[config.mk]
export PLATFORM = sky130hd
export DESIGN_NAME = tx_length_registers
export DESIGN_NICKNAME = d
export VERILOG_FILES = /design/src/tx_length_pkg.sv /design/src/tx_length_registers.sv
export SDC_FILE = /design/constraint.sdc
export NUM_CORES = 1
export LEC_CHECK = 0
export BUFFER_PORTS_ARGS = -buffer_cell sky130_fd_sc_hd__buf_2
export CORE_UTILIZATION = 52
export CTS_BUF_LIST = sky130_fd_sc_hd__clkbuf_16
export CTS_CLUSTER_DIAMETER = 120
export CTS_CLUSTER_SIZE = 20
export DETAILED_ROUTE_END_ITERATION = 10
export PLACE_DENSITY = 0.87
export SETUP_SLACK_MARGIN = 0.02
export SLEW_MARGIN = 20
export SYNTH_ARGS = -nofsm -noshare
export SYNTH_HDL_FRONTEND = slang
export SYNTH_SLANG_ARGS = --single-unit
export TNS_END_PERCENT = 20
[constraint.sdc]
create_clock -name clk_in -period 2.05 [get_ports clk_in]
set_clock_uncertainty 0.15 [all_clocks]
set_input_delay 0.205 -clock clk_in [delete_from_list [all_inputs] [get_ports clk_in]]
set_output_delay 0.205 -clock clk_in [all_outputs]
set_load 0.01 [all_outputs]
[src/tx_length_pkg.sv]
// Package with register offsets, field positions and reset values of the transmit-length registers.
package tx_length_pkg;
  localparam logic [4:0] ADDR_WIDTH_BITS   = 5'h05;
  localparam logic [4:0] OFFSET_COUNT_HIGH = 5'h1D;
  localparam logic [4:0] OFFSET_COUNT_LOW  = 5'h1E;
  localparam logic [7:0] RESET_LENGTH      = 8'h00;
  localparam int         LOW_NIBBLE_POS    = 4;
  localparam int         LEFTOVER_POS      = 1;
  localparam int         PARTIAL_FLAG_POS  = 0;
  localparam int         BYTE_COUNT_WIDTH  = 12;
  localparam int         FRAME_BITS_WIDTH  = 15;
  localparam int         HOST_CLOCK_HZ     = 2000000;
endpackage : tx_length_pkg

[src/tx_length_registers.sv]
// Transmit-length register pair sizing the next transmit frame.
//
// Operation
// - High register holds byte count bits 11..4.
// - Low register upper nibble holds bits 3..0.
// - Reset or enable low clears both registers.
// - Transmit end of frame clears both registers.
// - Low register bits 3..1 count leftover bits.
// - Leftover count ignored without the partial flag.
// - Bit 0 flags a narrower last byte.
`timescale 1ns/1ps
module tx_length_registers
  import tx_length_pkg::*;
(
  input  wire logic        clk_in,
  input  wire logic        rst_n_in,
  input  wire logic        chip_enable_in,
  input  wire logic [4:0]  reg_addr_in,
  input  wire logic        reg_write_in,
  input  wire logic [7:0]  reg_wdata_in,
  input  wire logic        tx_end_of_frame_in,
  output logic      [7:0]  reg_rdata_out,
  output logic      [11:0] byte_count_out,
  output logic      [2:0]  leftover_bits_out,
  output logic             partial_byte_out,
  output logic      [14:0] frame_bits_out
);

  // Enable pin synchroniser: three stages, a change counts when the last two agree.
  // The stages reset low, so the registers stay cleared until the pin is seen high.
  // A board that ties enable high still has to wait four edges before its first write.
  logic [2:0] enable_sync_reg;
  logic [2:0] enable_sync_next;
  logic       enable_level_reg;
  logic       enable_level_next;

  always_comb begin
    enable_sync_next  = {enable_sync_reg[1:0], chip_enable_in};
    enable_level_next = enable_level_reg;
    if (enable_sync_reg[2] == enable_sync_reg[1]) begin
      enable_level_next = enable_sync_reg[2];
    end
  end

  always_ff @(posedge clk_in or negedge rst_n_in) begin
    if (!rst_n_in) begin
      enable_sync_reg  <= 3'h0;
      enable_level_reg <= 1'b0;
    end else begin
      enable_sync_reg  <= enable_sync_next;
      enable_level_reg <= enable_level_next;
    end
  end

  // The two stored registers; the host write port is assumed slow (about 2 MHz
  // serial) so one write per several clock cycles is the normal case.
  logic [7:0] count_high_reg;
  logic [7:0] count_high_next;
  logic [7:0] count_low_reg;
  logic [7:0] count_low_next;

  always_comb begin
    count_high_next = count_high_reg;
    count_low_next  = count_low_reg;
    if (reg_write_in && reg_addr_in == OFFSET_COUNT_HIGH) begin
      count_high_next = reg_wdata_in;
    end
    if (reg_write_in && reg_addr_in == OFFSET_COUNT_LOW) begin
      count_low_next = reg_wdata_in;
    end
    // end of frame clear. The frame end wins over a host write in the same
    // cycle, since the length it would set belongs to the frame just finished.
    if (tx_end_of_frame_in) begin
      count_high_next = RESET_LENGTH;
      count_low_next  = RESET_LENGTH;
    end
    if (!enable_level_reg) begin
      count_high_next = RESET_LENGTH;
      count_low_next  = RESET_LENGTH;
    end
  end

  always_ff @(posedge clk_in or negedge rst_n_in) begin
    if (!rst_n_in) begin
      count_high_reg <= RESET_LENGTH;
      count_low_reg  <= RESET_LENGTH;
    end else begin
      count_high_reg <= count_high_next;
      count_low_reg  <= count_low_next;
    end
  end

  // Decoded fields and read mux; unmapped addresses read as zero.
  // Reads have no strobe: the mux follows the address and never disturbs state.
  logic [11:0] byte_count;
  logic [2:0]  leftover_bits;
  logic        partial_byte;
  logic [2:0]  leftover_used;
  logic [14:0] frame_bits;
  logic [7:0]  rdata_next;

  always_comb begin
    byte_count    = {count_high_reg, count_low_reg[7:LOW_NIBBLE_POS]};
    leftover_bits = count_low_reg[LOW_NIBBLE_POS-1:LEFTOVER_POS];
    partial_byte  = count_low_reg[PARTIAL_FLAG_POS];
    leftover_used = partial_byte ? leftover_bits : 3'h0;
    frame_bits    = {byte_count, 3'h0} + {12'h000, leftover_used};
    rdata_next    = 8'h00;
    if (reg_addr_in == OFFSET_COUNT_HIGH) begin
      rdata_next = count_high_reg;
    end else if (reg_addr_in == OFFSET_COUNT_LOW) begin
      rdata_next = count_low_reg;
    end
  end

  // Outputs registered so the framer sees stable values one cycle after storage.
  always_ff @(posedge clk_in or negedge rst_n_in) begin
    if (!rst_n_in) begin
      reg_rdata_out     <= 8'h00;
      byte_count_out    <= 12'h000;
      leftover_bits_out <= 3'h0;
      partial_byte_out  <= 1'b0;
      frame_bits_out    <= 15'h0000;
    end else begin
      reg_rdata_out     <= rdata_next;
      byte_count_out    <= byte_count;
      leftover_bits_out <= leftover_used;
      partial_byte_out  <= partial_byte;
      frame_bits_out    <= frame_bits;
    end
  end
endmodule : tx_length_registers

======== Word-level counts from Yosys, hierarchy flattened ========
Cells that the tools add are included.
storage, ports and cells
  memories ................................ 0
  bits in writable memories ............... 0
  output and inout bits ................... 39
  input bits .............................. 18
  ROM bits ................................ 0
  register bits ........................... 59
  logic and storage cells ................. 26
  latch bits .............................. 0
operators by class
  mux-type cells .......................... 9
  equality and inequality tests ........... 5
  magnitude comparators ................... 0
  reduce and logical (&&, ||, !) cells .... 2
  bitwise logic cells ..................... 0
  $add $sub $neg .......................... 1
  div/mod/pow operators ................... 0
  multiply operators ...................... 0
  shift-type cells ........................ 0
operators with widths
  cell                number
  $mux 8              8
  $add 15x3->15       1
  $eq 5x5->1 const B  2
  $ne 3x2->1 const B  2
  $mux 3              1
  $logic_and 1x1->1   2
  $eq 1x1->1          1

======== Depth between registers and ports, before layout ========
Gate-level depths: netlist (run 1).
  depth after elaboration ................. 5
  gate-level depth with buffers ........... 5
  gate-level depth less buffers ........... 3

======== Worst setup path before layout (run 1) ========
No wires, ideal clock.
  path kind ............................... flip-flop to flip-flop
  start point ............................. register enable_level_reg
  end point ............................... register count_high_reg[3]
  arrival time ............................ 994 ps
  data required time ...................... 1,821 ps
  setup time .............................. 79 ps
  clock period less this slack ............ 1,223 ps
  buffers on the path ..................... 2
  cell stages (with the launch flop) ...... 6
  setup slack ............................. 827 ps
  cell sequence ........................... dfrtp_1 nor2b_1 clkbuf_1 buf_2 nand2_1 mux2i_1
on the way
  word-level cells in the longest chain between the ends .. 1
  elaborated cells on any way between the ends .. 2
  classes of those cells .................. 1 x eq/ne; 1 x mux
RTL lines
  item                                                   RTL line                   RTL
  start, declared                                        tx_length_registers.sv:34  logic enable_level_reg;
  start signal, assigned                                 tx_length_registers.sv:51  enable_level_reg <= enable_level_next;
  $ne 3x2->1 (no line) / $mux 8 (equally long branches)  --
  end signal, assigned                                   tx_length_registers.sv:88  count_high_reg <= count_high_next;
  end, declared                                          tx_length_registers.sv:57  logic [7:0] count_high_reg;
Parallel ways exist; a longest one is shown, timed or not.
A chain may end at the register's enable or synchronous reset.

==> qor.csv, run 1 <==
metric;value;unit
status;complete, but fails checks;
violations;design-rule violations;
clkLatencyLatePin;0.27;ns
grt_pass1_vias;1028;
p_per_area;836;nW/µm²
core;3030;µm²
post-place-cells;205;
slowest_delay;0.72;ns
numCtsBuffers;5;
max_cap_violations;0;
num_io_pins;57;
drt-pass1-iter-count;9;
internal_power;1.34;mW
cts_tree;built;
critPathLaunchType;input port;
p_clk_share;43.6;%
p_leak;1.13;nW
synthCells;123;
hold_class;input port to flop;
fin_tns_setup;0;ns
drtAntennaViolNets;0;
hold_viol_final;0;
drtIter0Drc;39;
num_vias;1047;
cpMaxStageDelayCell;buf_2;
yosys.area.top_type;dfrtp_1;
overflow;0;
cts_buffer_depth;2;
clk_pin_slew_worst_paths;0.05;ns
antenna_cells;0;
viasPerCell;4.87;
die_h;58.2;µm
chipWidth;58.2;µm
fin_crit_sh;65.3;%
cp-end-kind;asynchronous set/reset pin;
grtUsageTotal;19.1;%
crit_path_cell_trace;dlygate4sd3_1 -> buf_2;
switchingPower;0.338;mW
netlist.area_leader.share;67.0;%
grt_antenna_before_repair;0;
swShare;20.1;%
synth.area.top_cells;dfrtp_1, mux2i_1, buf_4;
largest_register;frame_bits_out;
setup_viol;0;
total_power;1.68;mW
syn_area_per_cell;13.4;µm²
fmax;747;MHz
root_buffer;clkbuf_16;
wl_per_cell;13.3;µm
path_delay_family;buffers and inverters;
cts_hold_buf;2;
whs;0.0475;ns
gp_congestion;0.766;
initial_utilization;54.3;%
grt_pass1_wl;4.56;mm
arrival;1.46;ns
grt_max_degree;45;
ys_seq_area_share;67.0;%
largest_reg_flops;14;
ys_ff_latch;44;
portBuffers;56;
cts_resized;0;
synth_area;1640;µm²
worst-slew-pin-transition;0.925;ns
placed_area;1850;µm²
report.final.slew_viol_count;0;
cts_setup_buffers;0;
p_comb_share;4.1;%
drive_above_1_share;38.0;%
relSlewSlack;38.4;%
required;2.17;ns
cp_max_fo;44;
rsz0062_at_grt;no;
cts.sinks;44;
cts_htree_levels;2;
critical_path_class;input port to asynchronous set/reset pin;
route.detailed.drc;2;
wl;2.87;mm
rows;20;
ys_types;18;
stdcell_area;2010;µm²
dp_hpwl;1.97;mm
ys_warn_count;0;
ir_worst_vdd;448;µV
critPathBufInv;2;
die_area;3390;µm²
seqPwrFrac;52.3;%
syn_to_final_growth;22.2;%
stdcell_count;215;
nets;188;
period_needed;1.34;ns
synth_nets;141;
-- final cells by class --
cell class | instances | area, µm²
Timing Repair Buffer | 59 | 308
Multi-Input combinational cell | 60 | 404
Sequential cell | 44 | 1100
Clock inverter | 3 | 15.0
Tap cell | 44 | 55.1
Fill cell | 214 | 1020
Clock buffer | 5 | 125
-- cell usage in the layout (no fill, tap or decap), types with 2 or more instances in the layout --
cell type	synthesis	routed
and2_1	3	3
dfrtp_1	44	44
a22o_1	8	8
mux2i_1	16	16
buf_2	2	56
nand2_1	24	24
dlygate4sd3_1	0	2
clkbuf_16	0	5
-- path summary, 6_finish.rpt --
path / start / endpoint / slack (ns) / cells after the start
setup reg to reg: enable_level_reg / count_low_reg[0] / 0.72 / 4
min in group asynchronous: rst_n_in / reg_rdata_out[5] / 0.47 / 2
max in group clk_in: enable_level_reg / count_low_reg[0] / 0.72 / 4
setup / recovery: rst_n_in / byte_count_out[11] / 0.71 / 2
hold reg to reg: enable_sync_reg[0] / enable_sync_reg[1] / 0.20 / 0
hold / removal: reg_wdata_in[7] / count_low_reg[7] / 0.05 / 3
-- power by group through the flow --
stage / clock network (mW) / logic (mW) / registers [mW]
floorplan: 0 / 0.0267 / 0.894
global placement: 0 / 0.0624 / 0.894
detailed placement: 0 / 0.0662 / 0.895
CTS: 0.740 / 0.0693 / 0.879
global route: 0.789 / 0.0774 / 0.879
finish: 0.732 / 0.0686 / 0.879
-- metal layers --
metal / vias up / share of wire [%] / track usage [%]
met1: 512 / 40 / 22.3
li1: 485 / - / -
met3: 4 / 6.0 / 5.58
met5: - / 0 / 0
met4: 0 / 1.7 / 11.9
met2: 46 / 52 / 30.9
-- stage by stage --
stage,util (%),worst slack (ns)
after CTS,66.3,0.663
after detailed placement,61.0,0.536
after floorplan,-,0.827
final,66.3,0.711
after global placement,61.0,0.603
after global routing,66.3,0.508
-- cell usage after synthesis --
cell and count:
buf_4 15, buf_6 1, nor2_1 1, or3b_1 1
nor2_2 1, nand2b_1 1, nand3_1 1, nor3b_2 1
and2_1 3, nor2b_1 1, dfrtp_1 44, mux2i_1 16
nand2_1 24, buf_2 2, maj3_1 1, nand4_1 1
clkbuf_1 1, a22o_1 8
-- cell families (layout without fill, tap and decap cells) --
family,count (synthesis),after routing,share of synthesized area [%]
adders and majority gates,1,1,0.609
and+or+nand+nor,35,35,9.98
buffers and inverters,19,67,8.38
DFF,44,44,67.0
AOI/OAI and AO/OA,8,8,4.27
muxes,16,16,9.75
Power figures use the tool's default switching activity.
==> run 2: changes to the inputs <==
--- a/config.mk
+++ b/config.mk
@@ -5,13 +5,14 @@
 export SDC_FILE = /design/constraint.sdc
 export NUM_CORES = 1
 export LEC_CHECK = 0
+export ABC_AREA = 1
 export BUFFER_PORTS_ARGS = -buffer_cell sky130_fd_sc_hd__buf_2
-export CORE_UTILIZATION = 52
+export CORE_UTILIZATION = 45
 export CTS_BUF_LIST = sky130_fd_sc_hd__clkbuf_16
 export CTS_CLUSTER_DIAMETER = 120
 export CTS_CLUSTER_SIZE = 20
 export DETAILED_ROUTE_END_ITERATION = 10
-export PLACE_DENSITY = 0.87
+export PLACE_DENSITY = 0.79
 export SETUP_SLACK_MARGIN = 0.02
 export SLEW_MARGIN = 20
 export SYNTH_ARGS = -nofsm -noshare
==> constraint.sdc (replaced) <==
create_clock -name clk_in -period 1.13 [get_ports clk_in]
set_clock_uncertainty 0.15 [all_clocks]
set_input_delay 0.113 -clock clk_in [delete_from_list [all_inputs] [get_ports clk_in]]
set_output_delay 0.113 -clock clk_in [all_outputs]
set_load 0.01 [all_outputs]
==> run 2 against run 1 <==
- the flow finishes with violations (negative setup slack)
- hold slack got worse by 0.019 ns
- die area rose by 24%
- via count rose by 29%
- cell count rose by 30%
- clock power rose by 79%
- non-clock buffer count rose by 8
- synthesized area rose by 8.5%
- critical path depth rose by 3
- register-to-register slack got worse by 0.72 ns
- sequential power rose by 82%
- global-route usage fell by 1.7 points
- largest cell class unchanged
- highest routed layer unchanged
==> qor.csv, run 2 <==
metric;value;unit;change
ir_worst_vdd;709;µV;was 448 µV
grt_use_met3;3.52;%;was 5.58%
grt_pass1_wl;5.46;mm;was 4.56 mm
cpMaxStageDelayCell;dfrtp_1;;was buf_2
clkLatencyLatePin;0.28;ns;was 0.27 ns
switchingPower;0.656;mW;was 0.338 mW
synth_nets;195;;was 141
worst-slew-pin-transition;0.377;ns;was 0.925 ns
die_h;64.9;µm;was 58.2 µm
crit_cells;5;;was 2
cts_tree;built;;unchanged
syn_to_final_growth;29.6;%;was 22.2%
synth.area.top_cells;dfrtp_1, nand2_1, nand3_1;;was dfrtp_1, mux2i_1, buf_4
die_area;4220;µm²;was 3390 µm²
worst_slack;-0.00353;ns;was 0.711 ns
ys_ff_latch;44;;unchanged
largest_register;frame_bits_out;;unchanged
fmax;882;MHz;
rr_endpoint;count_high_reg[0];;was count_low_reg[0]
num_io_pins;57;;unchanged
cts_buffer_depth;2;;unchanged
grt_antenna_before_repair;0;;unchanged
status;complete, but fails checks;;unchanged
numCtsBuffers;5;;unchanged
synthCells;177;;was 123
hold_class;input port to flop;;unchanged
chipWidth;64.9;µm;was 58.2 µm
r2r_slack;-0.004;ns;was 0.72 ns
final_common_cell;buf_2;;unchanged
wl_per_cell;11.8;µm;was 13.3 µm
cts.sinks;44;;unchanged
final_cell_mix;buf_2, nand2_1, dfrtp_1;;was buf_2, dfrtp_1, nand2_1
p_per_area;1350;nW/µm²;was 836 nW/µm²
cp-end-kind;flop;;was asynchronous set/reset pin
synth_area;1780;µm²;was 1640 µm²
arrival;1.15;ns;was 1.46 ns
violations;negative setup slack;;was design-rule violations
max_cap_violations;0;;unchanged
crit_path_end;count_high_reg[0];;was byte_count_out[11]
drt-pass1-iter-count;4;;was 9
viasPerCell;4.82;;was 4.87
hold_viol_final;0;;unchanged
report.final.slew_viol_count;0;;unchanged
stdcell_area;2310;µm²;was 2010 µm²
seqPwrFrac;51.1;%;was 52.3%
drtIter0Drc;76;;was 39
synthArstFlopShare;100;%;unchanged
cp_max_fo;7;;was 44
fin_crit_sh;100;%;
drtAntennaViolNets;0;;unchanged
synth_commonest_cells;nand2_1, dfrtp_1, nand3_1, buf_4, inv_1;;was dfrtp_1, nand2_1, mux2i_1, buf_4, a22o_1
fin_util;62.2;%;was 66.3%
crit_path_cell_trace;nand2_4 -> buf_6 -> nor2_4 -> nand3_2 -> nand2_1;;was dlygate4sd3_1 -> buf_2
r2r_cells;5;;was 4
required;1.14;ns;was 2.17 ns
r2r_start;enable_level_reg;;unchanged
use_met2;31.0;%;was 30.9%
portBuffers;56;;unchanged
largest_reg_flops;14;;unchanged
grtUsageTotal;17.3;%;was 19.1%
initial_utilization;47.9;%;was 54.3%
synth_edf_count;0;;unchanged
synth_top_flop_cell;dfrtp_1;;unchanged
swShare;21.0;%;was 20.1%
rows;22;;was 20
p_leak;1.39;nW;was 1.13 nW
yosys.area.top_type;dfrtp_1;;unchanged
setup_viol;2;;was 0
num_vias;1349;;was 1047
grt_max_degree;20;;was 45
p_clk_share;41.9;%;was 43.6%
antenna_cells;0;;unchanged
critPathLaunch;enable_level_reg;;was rst_n_in
grt_pass1_vias;1286;;was 1028
ys_types;14;;was 18
cts_htree_levels;2;;unchanged
clk_pin_slew_worst_paths;0.05;ns;about the same
syn_area_per_cell;10.1;µm²;was 13.4 µm²
critPathBufInv;1;;was 2
ys_seq_area_share;61.8;%;was 67.0%
internal_power;2.47;mW;was 1.34 mW
drive_above_1_share;39.2;%;was 38.0%
period_needed;1.13;ns;
overflow;0;;unchanged
rsz0062_at_grt;yes;;was no
wl;3.29;mm;was 2.87 mm
dp_hpwl;2.27;mm;was 1.97 mm
p_comb_share;7.1;%;was 4.1%
core;3720;µm²;was 3030 µm²
root_buffer;clkbuf_16;;unchanged
critPathLaunchType;flop;;was input port
netlist.area_leader.share;61.8;%;was 67.0%
path_delay_family;flip-flops;;was buffers and inverters
post-synth-top-count-cell;nand2_1;;was dfrtp_1
slowest_delay;0.40;ns;was 0.72 ns
relSlewSlack;74.8;%;was 38.4%
use_met1;18.8;%;was 22.3%
gp_congestion;0.773;;was 0.766
busiest_layer;met2;;unchanged
placed_area;2080;µm²;was 1850 µm²
critical_path_class;flop to flop;;was input port to asynchronous set/reset pin
route.detailed.drc;0;;was 2
ys_warn_count;0;;unchanged
nets;249;;was 188
==> run 2: cell count changes after synthesis, moves of 2 or more <==
| cell | delta |
|---|---|
| mux2i_1 | -16 |
| nand3_2 | +6 |
| nor2_4 | +2 |
| nand3_1 | +29 |
| nand2_2 | +2 |
| inv_1 | +16 |
| nand2_1 | +21 |
| and2_1 | -3 |
| a22o_1 | -8 |
| nor2_1 | +9 |
==> run 2: how the worst min path moves through the flow <==
stage	startpoint	end	slack, ns	cells past startpoint
final	reg_wdata_in[7]	count_low_reg[7]	0.03	5
after global routing	reg_wdata_in[7]	count_low_reg[7]	0.05	5
after CTS	reg_wdata_in[7]	count_low_reg[7]	0.02	5
after detailed placement	rst_n_in	enable_sync_reg[0]	-0.11	1
after global placement	rst_n_in	enable_sync_reg[0]	-0.12	1
after floorplan	rst_n_in	byte_count_out[11]	-0.33	0
==> run 2: power by group through the flow <==
stage	clock (mW)	sequential [mW]	combinational, mW
floorplan	0	1.62	0.0782
global placement	0	1.62	0.180
detailed placement	0	1.62	0.183
CTS	1.33	1.60	0.197
global route	1.41	1.60	0.243
finish	1.31	1.60	0.221
==> run 2: cells by family after synthesis <==
group         after synthesis  synth area share [%]
simple gates               95                  25.4
flops                      44                  61.8
buf+inv                    37                  12.3
fa+ha+maj                   1                 0.562
==> run 2: final cells by class <==
class	count	area [µm²]
clock inverters	3	11.3
flip-flops and latches	44	1100
clock buffers	5	125
repair buffers	67	425
multi-input cells	96	518
well taps	48	60.1
fillers	315	1410
inverters	17	68.8
==> run 2: timing repair <==
item	CTS	global route
hold buffers	2	0
pin swaps	0	2
resized for setup	5	14
buffers inserted	0	1
endpoints found under the setup margin	16	16
hold endpoints to repair	45	0
==> run 2: metrics by stage <==
stage               instances  power, mW  hold slack (ns)  TNS (ns)  setup WS (ns)
CTS                       279       3.13           0.0240   -0.0296        -0.0128
global route              280       3.25           0.0528    -0.332        -0.0533
floorplan                 177       1.70           -0.333         0         0.0383
detailed placement        269       1.81           -0.114    -0.678        -0.0718
finish                    280       3.13           0.0281  -0.00376       -0.00353
global placement          269       1.80           -0.116    -0.233        -0.0322
==> run 2: tightest hold or removal path, cell delays in order <==
cell	delay (ns)
buf_2	0.09
inv_1	0.04
nor2_1	0.05
nand3_1	0.07
nand2_1	0.05
==> run 2: layer usage <==
layer	wire length, µm	share of wire [%]
met5	0	0
met2	1740	53
met3	137	4.2
met4	80	2.4
met1	1330	40
==> run 3: changes to the inputs <==
--- a/config.mk
+++ b/config.mk
@@ -7,6 +7,7 @@
 export LEC_CHECK = 0
 export ABC_AREA = 1
 export BUFFER_PORTS_ARGS = -buffer_cell sky130_fd_sc_hd__buf_2
+export CORE_MARGIN = 5
 export CORE_UTILIZATION = 45
 export CTS_BUF_LIST = sky130_fd_sc_hd__clkbuf_16
 export CTS_CLUSTER_DIAMETER = 120
==> run 3 against run 2 <==
- the run now ends clean
- die area increased by 26%
- global-route usage decreased by 2.6 points
- via count fell by 3.2%
- sequential power hardly changed
- critical path depth down 1
- clock power about the same
- core utilization down 2.8 points
- flip-flop and latch count unchanged
==> qor.csv, run 3 (synthesized netlist as in run 2, its figures left out) <==
metric;value;unit;change
numCtsBuffers;5;;unchanged
clk_pin_slew_worst_paths;0.06;ns;was 0.05 ns
drt-pass1-iter-count;4;;unchanged
dp_slack;-0.0686;ns;was -0.0718 ns
fmax;921;MHz;was 882 MHz
drive_above_1_share;37.4;%;was 39.2%
required;1.15;ns;was 1.14 ns
max_cap_violations;0;;unchanged
hold_viol_final;0;;unchanged
root_buffer;clkbuf_16;;unchanged
die_area;5320;µm²;was 4220 µm²
relSlewSlack;75.4;%;was 74.8%
worst-slew-pin-transition;0.368;ns;was 0.377 ns
r2r_cells;4;;was 5
report.final.slew_viol_count;0;;unchanged
r2r_start;enable_level_reg;;unchanged
antenna_cells;0;;unchanged
num_vias;1306;;was 1349
grtUsageTotal;14.7;%;was 17.3%
slowest_delay;0.44;ns;was 0.40 ns
stdcell_count;275;;was 280
rows;22;;unchanged
die_h;72.9;µm;was 64.9 µm
post-place-cells;265;;was 269
initial_utilization;47.6;%;was 47.9%
p_leak;1.35;nW;was 1.39 nW
worst_slack;0.0437;ns;was -0.00353 ns
cp_max_fo;16;;was 7
num_io_pins;57;;unchanged
whs;0.0262;ns;was 0.0281 ns
wl;3.60;mm;was 3.29 mm
ir_worst_vdd;620;µV;was 709 µV
gp_congestion;0.829;;was 0.773
fin_crit_sh;96.1;%;was 100%
chipWidth;72.9;µm;was 64.9 µm
cts_htree_levels;2;;unchanged
largest_register;frame_bits_out;;unchanged
critical_path_class;flop to flop;;unchanged
status;finished, final reports clean;;was complete, but fails checks
drtAntennaViolNets;0;;unchanged
final_cell_mix;buf_2, nand2_1, dfrtp_1;;unchanged
arrival;1.10;ns;was 1.15 ns
route.detailed.drc;0;;unchanged
cp-end-kind;flop;;unchanged
cts_tree;built;;unchanged
cts.sinks;44;;unchanged
final_common_cell;buf_2;;unchanged
grt_pass1_vias;1230;;was 1286
fin_util;59.3;%;was 62.2%
p_per_area;1390;nW/µm²;was 1350 nW/µm²
nets;245;;was 249
hold_class;input port to flop;;unchanged
dp_hpwl;2.40;mm;was 2.27 mm
rsz0062_at_grt;yes;;unchanged
cpMaxStageDelayCell;dfrtp_2;;was dfrtp_1
grt_max_degree;45;;was 20
crit_path_end;count_low_reg[0];;was count_high_reg[0]
cts_setup_buffers;0;;unchanged
critPathLaunchType;flop;;unchanged
portBuffers;56;;unchanged
cts_buffer_depth;2;;unchanged
largest_reg_flops;14;;unchanged
setup_viol;0;;was 2
viasPerCell;4.75;;was 4.82
critPathLaunch;enable_level_reg;;unchanged
core;3740;µm²;was 3720 µm²
overflow;0;;unchanged
grt_antenna_before_repair;0;;unchanged
r2r_slack;0.04;ns;was -0.004 ns
rr_endpoint;count_low_reg[0];;was count_high_reg[0]
clkLatencyLatePin;0.28;ns;about the same
period_needed;1.09;ns;was 1.13 ns
drtIter0Drc;101;;was 76
syn_to_final_growth;24.6;%;was 29.6%
grt_pass1_wl;5.89;mm;was 5.46 mm
wl_per_cell;13.1;µm;was 11.8 µm
whs_path_depth;5;;unchanged
crit_path_cell_trace;nand2_4 -> inv_6 -> nand3_1 -> nand2_1;;was nand2_4 -> buf_6 -> nor2_4 -> nand3_2 -> nand2_1
-- run 3: cell types whose count changed in the layout (fill, tap and decap cells not counted), moves of 2 or more --
cell	previous run	this run
buf_4	3	1
buf_6	2	0
nand3_1	27	30
nand3_2	9	6
nor2_2	1	6
nor2_4	6	2
-- run 3: worst min-delay path by stage --
stage,start,to,slack [ns]
floorplan,rst_n_in,byte_count_out[11],-0.33
global placement,rst_n_in,enable_sync_reg[0],-0.05
detailed placement,rst_n_in,enable_sync_reg[0],-0.04
CTS,reg_wdata_in[0],count_high_reg[0],0.03
global route,reg_wdata_in[0],count_high_reg[0],0.05
finish,reg_wdata_in[6],count_low_reg[6],0.03
-- run 3: area by class of cell --
cell class | instances | area [µm²]
fill | 326 | 1520
sequential | 44 | 1100
multi-input combinational | 97 | 488
timing repair buffer | 62 | 368
clock buffer | 5 | 125
inverter | 17 | 68.8
tap | 48 | 60.1
clock inverter | 2 | 8.76
-- run 3: power by group --
group	total [mW]	switching (mW)	internal, mW
clock network	1.31	0.517	0.792
logic	0.185	0.122	0.0631
registers	1.60	0.0105	1.59
total	3.09	0.649	2.44
-- run 3: repair_timing --
item,in CTS,in global routing
hold buffers,2,0
gates resized for setup,2,8
cloned,0,1
pin swaps,0,1
hold endpoints to repair,45,0
endpoints found under the setup margin,16,17
-- run 3: per-layer routing --
metal  track usage, %  up-vias  wire length (µm)
met1             18.3      604              1420
li1                 -      637                 -
met3             4.55        7               314
met5                0        -                 0
met2             22.6       58              1780
met4             8.40        0                83
-- run 3: through the flow --
stage | power [mW] | instance area [µm²] | TNS [ns]
final | 3.09 | 2220 | 0
after global routing | 3.21 | 2220 | 0
after CTS | 3.12 | 2200 | 0
after detailed placement | 1.79 | 2030 | -0.583
after global placement | 1.78 | 2030 | -0.196
after floorplan | 1.70 | 1790 | 0
-- run 3: worst max-delay path: cells and delay by family (launching register included) --
| family | cells | cell delay [ns] |
|---|---|---|
| flip-flops | 1 | 0.44 |
| buffers and inverters | 1 | 0.08 |
| AND/OR/NAND/NOR | 3 | 0.31 |
